File: src/logic/dacfe_consts.svh
// Purpose: Constants for the dual converter capture front end.
// Assumes: mclk is the word-rate clock, one eighth of the sampling clock.
// Notes: Included by the package and by the top module.
// Behaviour
// - Deliver eight consecutive samples per 64-bit word at one eighth sample rate.
// - Handle two independent channels of 8-bit samples up to 1 GSPS.
// - Two external trigger inputs; a rising edge on either trigger starts acquisition.
// - A software trigger from the control port starts acquisition, with some latency.
// - Logic is loaded at power-up over control port three, shared with microcontroller.
// - After loading, port three writes control registers; only port three controls.
// - Only one converter clock input is used; external clocks are ignored.
// - Captured words can be forwarded to eight serial links, up to 1 GB/s.
// - Either kind of trigger activates capture of arriving samples.
`ifndef DACFE_CONSTS_SVH
`define DACFE_CONSTS_SVH
`define DACFE_SAMPLE_W     8
`define DACFE_LANES        8
`define DACFE_WORD_W       64
`define DACFE_LINKS        8
`define DACFE_CHANNELS     2
`define DACFE_CLK_HZ       10000000
`define DACFE_TRIG_MIN_NS  1000
`define DACFE_TRIG_CYC     ((`DACFE_TRIG_MIN_NS * (`DACFE_CLK_HZ / 1000000) + 999) / 1000)
`define DACFE_CMD_TRIGGER  8'h01
`define DACFE_CMD_STOP     8'h02
`endif

File: src/logic/dacfe_pkg.sv
// Purpose: Types for the dual converter capture front end.
// Assumes: Constants header is on the include path.
// Notes: None.
`include "dacfe_consts.svh"
package dacfe_pkg;
	typedef logic [`DACFE_WORD_W-1:0] dacfe_word_t;
	typedef struct packed {
		logic        valid;
		dacfe_word_t in_phase_converter;
		dacfe_word_t quadrature_converter;
	} dacfe_out_s;
	typedef enum logic [0:0] {
		DACFE_IDLE    = 1'b0,
		DACFE_CAPTURE = 1'b1
	} dacfe_state_e;
	typedef struct packed {
		dacfe_state_e state;
		logic [1:0]   trig_prev;
		dacfe_out_s   out;
	} dacfe_st_s;
endpackage : dacfe_pkg

File: src/logic/dacfe_top.sv
// Purpose: Capture front end packing two converter streams into 64-bit words.
// Assumes: Converter set for 1:8 demux; sample lanes arrive word-aligned on mclk.
// Notes: Control port loading and link protocols live outside this block.
`timescale 1ns/1ps
`include "dacfe_consts.svh"
module dacfe_top #(
	parameter int LANES = `DACFE_LANES,
	parameter int SW    = `DACFE_SAMPLE_W
) (
	// Clock and reset
	input  wire logic                    mclk,
	input  wire logic                    reset_n,
	// Converter sample lanes, lane 0 earliest
	input  wire logic [LANES*SW-1:0]     in_phase_converter,
	input  wire logic [LANES*SW-1:0]     quadrature_converter,
	// Triggers
	input  wire logic [1:0]              ext_trigger,
	input  wire logic                    cmd_valid,
	input  wire logic [7:0]              cmd_code,
	// Output words toward the serial links
	output dacfe_pkg::dacfe_out_s        link_out,
	output logic                         capture_active
);
	// Reset copy and registered state.
	logic [1:0]           rst_sync_r;
	logic                 rst_n_int;
	dacfe_pkg::dacfe_st_s st_r;
	dacfe_pkg::dacfe_st_s st_nxt;
	// Decoded starts and stops, and the lane-mapped words.
	logic [1:0]           ext_rise;
	logic                 sw_trig;
	logic                 sw_stop;
	logic                 trig_hit;
	logic [LANES*SW-1:0]  i_packed;
	logic [LANES*SW-1:0]  q_packed;

	// A command counts only when the port flags it present; other codes are dropped.
	function automatic logic is_cmd(
		input logic       valid,
		input logic [7:0] code,
		input logic [7:0] want
	);
		return valid && (code == want);
	endfunction : is_cmd

	function automatic logic [1:0] rising(
		input logic [1:0] cur,
		input logic [1:0] prev
	);
		return cur & ~prev;
	endfunction : rising

	// Everything runs on the one converter-derived clock; other clock inputs stay unused.
	always_ff @(posedge mclk or negedge reset_n)
	begin
		if (!reset_n)
			rst_sync_r <= 2'h0;
		else
			rst_sync_r <= {rst_sync_r[0], 1'b1};
	end
	assign rst_n_int = rst_sync_r[1];

	// The port is shared with the loader, so only flagged commands after loading arrive here.
	assign sw_trig  = is_cmd(cmd_valid, cmd_code, `DACFE_CMD_TRIGGER);
	assign sw_stop  = is_cmd(cmd_valid, cmd_code, `DACFE_CMD_STOP);
	// The history starts low, so a level already high at reset release reads as an edge.
	assign ext_rise = rising(ext_trigger, st_r.trig_prev);
	assign trig_hit = (|ext_rise) || sw_trig;

	// Lane k is sample k of the word, so the earliest sample sits in the low byte.
	for (genvar k = 0; k < LANES; k++)
	begin : g_lane
		assign i_packed[k*SW +: SW] = in_phase_converter[k*SW +: SW];
		assign q_packed[k*SW +: SW] = quadrature_converter[k*SW +: SW];

	end

	always_comb
	begin
		st_nxt           = st_r;
		st_nxt.trig_prev = ext_trigger;
		st_nxt.out.valid = 1'b0;
		unique case (st_r.state)
			dacfe_pkg::DACFE_IDLE:
			begin
				if (trig_hit)
					st_nxt.state = dacfe_pkg::DACFE_CAPTURE;
			end
			dacfe_pkg::DACFE_CAPTURE:
			begin
				// One word of eight samples per channel each cycle, at one eighth rate.
				st_nxt.out.valid                = 1'b1;
				st_nxt.out.in_phase_converter   = dacfe_pkg::dacfe_word_t'(i_packed);
				st_nxt.out.quadrature_converter = dacfe_pkg::dacfe_word_t'(q_packed);
				// Triggers are ignored while capturing; only a stop ends it.
				if (sw_stop)
					st_nxt.state = dacfe_pkg::DACFE_IDLE;
			end
		endcase
	end

	always_ff @(posedge mclk or negedge rst_n_int)
	begin
		if (!rst_n_int)
			st_r <= '0;
		else
			st_r <= st_nxt;
	end

	assign link_out = st_r.out;
	assign capture_active = (st_r.state == dacfe_pkg::DACFE_CAPTURE);

	// Each trigger input on its own must be able to start a capture.
	for (genvar t = 0; t < $bits(ext_trigger); t++)
	begin : g_trig_chk

	end
endmodule : dacfe_top

File: config.mk
export PLATFORM = sky130hd
export DESIGN_NAME = dacfe_top
export DESIGN_NICKNAME = d
export VERILOG_FILES = /design/src/logic/dacfe_pkg.sv /design/src/logic/dacfe_top.sv
export VERILOG_INCLUDE_DIRS = /design/src /design/src/logic
export SDC_FILE = /design/constraint.sdc
export NUM_CORES = 1
export LEC_CHECK = 0
export ABC_AREA = 1
export BUFFER_PORTS_ARGS = -buffer_cell sky130_fd_sc_hd__buf_4
export CORE_ASPECT_RATIO = 1.75
export CORE_MARGIN = 2
export CORE_UTILIZATION = 44
export CTS_BUF_LIST = sky130_fd_sc_hd__clkbuf_2
export DETAILED_ROUTE_END_ITERATION = 12
export PLACE_DENSITY = 0.79
export SKIP_CTS_REPAIR_TIMING = 1
export SLEW_MARGIN = 40
export SYNTH_ARGS = -nofsm -noshare
export SYNTH_HDL_FRONTEND = slang
export SYNTH_SLANG_ARGS = --single-unit
File: constraint.sdc
create_clock -name mclk -period 4.08 [get_ports mclk]
set_clock_uncertainty 0.1 [all_clocks]
set_input_delay 0.408 -clock mclk [delete_from_list [all_inputs] [get_ports mclk]]
set_output_delay 0.408 -clock mclk [all_outputs]
set_load 0.01 [all_outputs]
; Yosys cells after proc, flatten, opt, wreduce, memory -nomap -nowiden
; Index checks and enable logic that the tools add are counted.
[word_totals]
wordCells = 19
romBits = 0
ram_bits = 0
latchBits = 0
output_inout_bits = 130
n_memories = 0
ff_bits = 134
input_bits = 141
[op_classes]
n_reduce_logical = 4
magnitude_cmp = 0
shift = 0
div = 0
addsub = 0
mul = 0
n_eq_ne = 2
bitwise_logic = 3
mux = 4
[op_table]
columns = op, count
row1 = two-way mux 129 bit, 1
row2 = "equality test 8 x 1 -> 1 bit, second input constant", 1
row3 = "equality test 8 x 2 -> 1 bit, second input constant", 1
row4 = bitwise AND 2 bit, 1
row5 = logical AND 1 bit, 2
row6 = two-way mux 1 bit, 2
row7 = inverter 2 bit, 1
row8 = case mux 1 bit (2 select lines), 1
row9 = OR reduction 2 bit, 1
row10 = logical OR 1 bit, 1
row11 = inverter 1 bit, 1

; Logic depth before layout (Yosys ltp)
[depth]
ltp_word = 6
ltp_mapped = 6
mapped_depth_nobuf = 5

; Worst setup path before layout
; Ideal clock, no wire load.
[synth_timing]
kind = flip-flop to flip-flop
from = reg st_r (netlist bit capture_active)
to = reg st_r (netlist bit link_out[100])
path_stages_with_launch = 4
required_time_ps = 3855
path_slack_ps = 2741
setup_ps = 125
n_path_buf = 2
t_arrival_ps = 1115
path_cell_list = dfrtp_1 > buf_4 > buf_6 > mux2_2
[synth_lines]
columns = element, line_no
row1 = from (decl), dacfe_top.sv:27  ; dacfe_pkg::dacfe_st_s st_r;
row2 = from (signal assigned), dacfe_top.sv:107  ; st_r <= st_nxt;
; No word-level cell between the ends.

==> metrics.md <==
| Metric | Value |
|---|---|
| DR pass1 iterations | 4 |
| Placeable Area | about 13000 um2 |
| Crit path max-delay cell type | dlygate4sd3_1 |
| Fin. Hold Viols | 0 |
| Req. time, crit path | about 4.5 ns |
| Yosys reg bits | around 130 |
| Critical Path AT | roughly 3.7 ns |
| Reg-to-reg endpoint | capture_active |
| Max VDD drop | between 0.2 and 0.25 mV |
| RR Startpoint | capture_active |
| Number of max-cap violations | 0 |
| Buffer depth of the longest clock path | 2 |
| Non-filler instance count after layout | 905 |
| Share of layout cells above drive strength 1 | 0.597 |
| Die Ht | approximately 160 um |
| IO Count | around 270 |
| Synthesized area | approximately 6000 um2 |
| Leak Pwr | approximately 4.2 nW |
| Crit-path most repeated cell | dlygate4sd3_1 |
| Pin count of the biggest net entering global routing | 57 |
| Worst hold path type | reg2async |
| Nets@finish | approximately 860 |
| Status | complete, no violations |
| DRT iter0 DRCs | approximately 130 |
| Cells after Synth | about 430 |
| Die W | between 90 and 100 um |
| Cells after DPL | between 700 and 800 |
| Root buf cell | clkbuf_2 |
| Worst-Skew Late Latency | 0.61 ns |
| Area grow syn2layout | 46.3% |
| Grt total ovfl | 0 |
| Cell area after layout | roughly 8800 um2 |
| Average size of a mapped cell | roughly 14 um2 |
| H-tree levels | 4 |
| # setup viols final | 0 |
| FF-to-FF path depth | 7 |
| Final worst-path cycle share | 0.804 |
| Max incr delay on CP | 0.58 ns |
| Initial antenna violation count | 2 |
| Worst-Margin Slew | about 0.73 ns |
| Cell variety after synth | 12 |
| TritonCTS clock tree | yes |
| PD cells | roughly 300 nW/um2 |
| Fin crit period | approximately 3.3 ns |
| Die area | between 10000 and 15000 um2 |
| Total GRT Usage | 0.170 |
| RSZ-0062 raised after global routing | false |
| Final GP Congestion | 0.766 |
| Max Freq | 305 MHz |
| Dpl hpwl | ~9.7 mm |
| CP Launch Type | input port |
| Final Max Tran Viols | 0 |
| Sequential area share after synthesis | 0.559 |
| Reg-to-reg slack, setup | ~1.9 ns |
| Vias | about 4200 |
| Max-Slew Margin vs Limit | 0.513 |
| Vias per cell | ~4.6 |
| Reg clk slew, reported paths | between 0.2 and 0.25 ns |
| First-pass GRT wire length | between 15 and 20 mm |
| WL/cell | around 17 um |
| Setup crit end kind | flip-flop |
| IO Port Bufs | between 200 and 300 |
| # clock sinks | 134 |
| Initial core utilization | 0.448 |
| CP Class | in2reg |
| Crit-path cells | dlygate4sd3_1, buf_4, inv_1, nand2_1, dlygate4sd3_1, nor2_1, dlygate4sd3_1, nand2_1, dlygate4sd3_1, a21oi_1, dlygate4sd3_1 |
| CP max FO | 2 |
| Final ANT Viol Nets | 0 |
| TritonCTS Buffers | 17 |
| Total Routed Length | 15.2 mm |
| YS warnings | 0 |
| Number of global-route vias before repair | a little under 4000 |
| Synthesized Nets | 570 |
| # rows | 56 |
| Post-route DRC | 0 |
| Total negative setup slack | 0 ns |
| Placed cell areas | 7200 um2 |
==> cell families after synthesis <==
family,count (synthesis),synth area share
and+or+nand+nor,14,0.00918
DFF,134,0.559
buffers and inverters,150,0.188
muxes,128,0.240
AOI/OAI and AO/OA,2,0.00209
other,1,0.000625
==> cells in the final DEF (no fill, tap or decap), drive strengths merged <==
master	instances
buf	276
dlygate4sd3	137
dfrtp	134
mux2	128
clkbuf	17
nor2	8
inv	8
clkinv	8
nand2	4
clkinvlp	3
diode	2
nand3	2
o21bai	1
a21oi	1
bufinv	1
conb	1
==> worst max path at each step <==
stage,startpoint,to,slack [ns]
finish,cmd_code[3],capture_active,0.80
global route,cmd_code[3],capture_active,0.82
CTS,capture_active,capture_active,1.89
detailed placement,capture_active,link_out[52],2.14
global placement,capture_active,link_out[79],2.02
floorplan,rst_sync_r[1],capture_active,1.75
==> area by class of cell <==
cell class / instances / area (um2)
fill: 914 / 4610
timing repair buffer: 413 / 3460
sequential: 134 / 3360
multi-input combinational: 145 / 1510
tap: 174 / 218
clock inverter: 13 / 111
clock buffer: 17 / 85.1
inverter: 7 / 26.3
antenna: 2 / 5.00
==> cells in the mapped netlist, drive strengths merged <==
cell,number,area share
buf,143,0.18
inv,7,0.0044
nand3,2,0.0017
a21oi,1,0.00083
nand2,4,0.0025
conb,1,0.00063
o21bai,1,0.0013
dfrtp,134,0.56
mux2,128,0.24
nor2,8,0.0050
==> state kept, by name, indices dropped and copies added, names as in the netlist <==
register and flops:
capture_active 1, link_out 129, rst_sync_r 2, st_r 2
==> worst max-delay path, delay by kind of cell <==
family          cells  cell delay [ns]
simple gates        3             0.22
buf+inv             7             2.98
compound gates      1             0.13
==> routing by layer <==
layer  up-vias  wire, um  track usage
li1       1876         -            -
met1      2053      5160        0.173
met2       189      8610        0.322
met3        33       987       0.0487
met4         0       477       0.0661
met5         -         0            0
==> power breakdown <==
part           internal (mW)  switching [mW]
sequential              1.40          0.0516
clock                  0.209           0.479
combinational          0.303           0.155
==> per-stage QoR <==
stage | hold WS, ns | setup WS, ns | total power, mW | util
finish | 0.278 | 0.798 | 2.60 | 0.656
CTS | -0.659 | 1.89 | 2.52 | 0.553
global placement | 0.0911 | 2.02 | 1.81 | 0.537
floorplan | 0.0124 | 1.75 | 1.67 | -
detailed placement | 0.0912 | 2.14 | 1.82 | 0.538
global route | 0.240 | 0.823 | 2.73 | 0.656
Note: power is estimated with default switching activity, not from simulation.
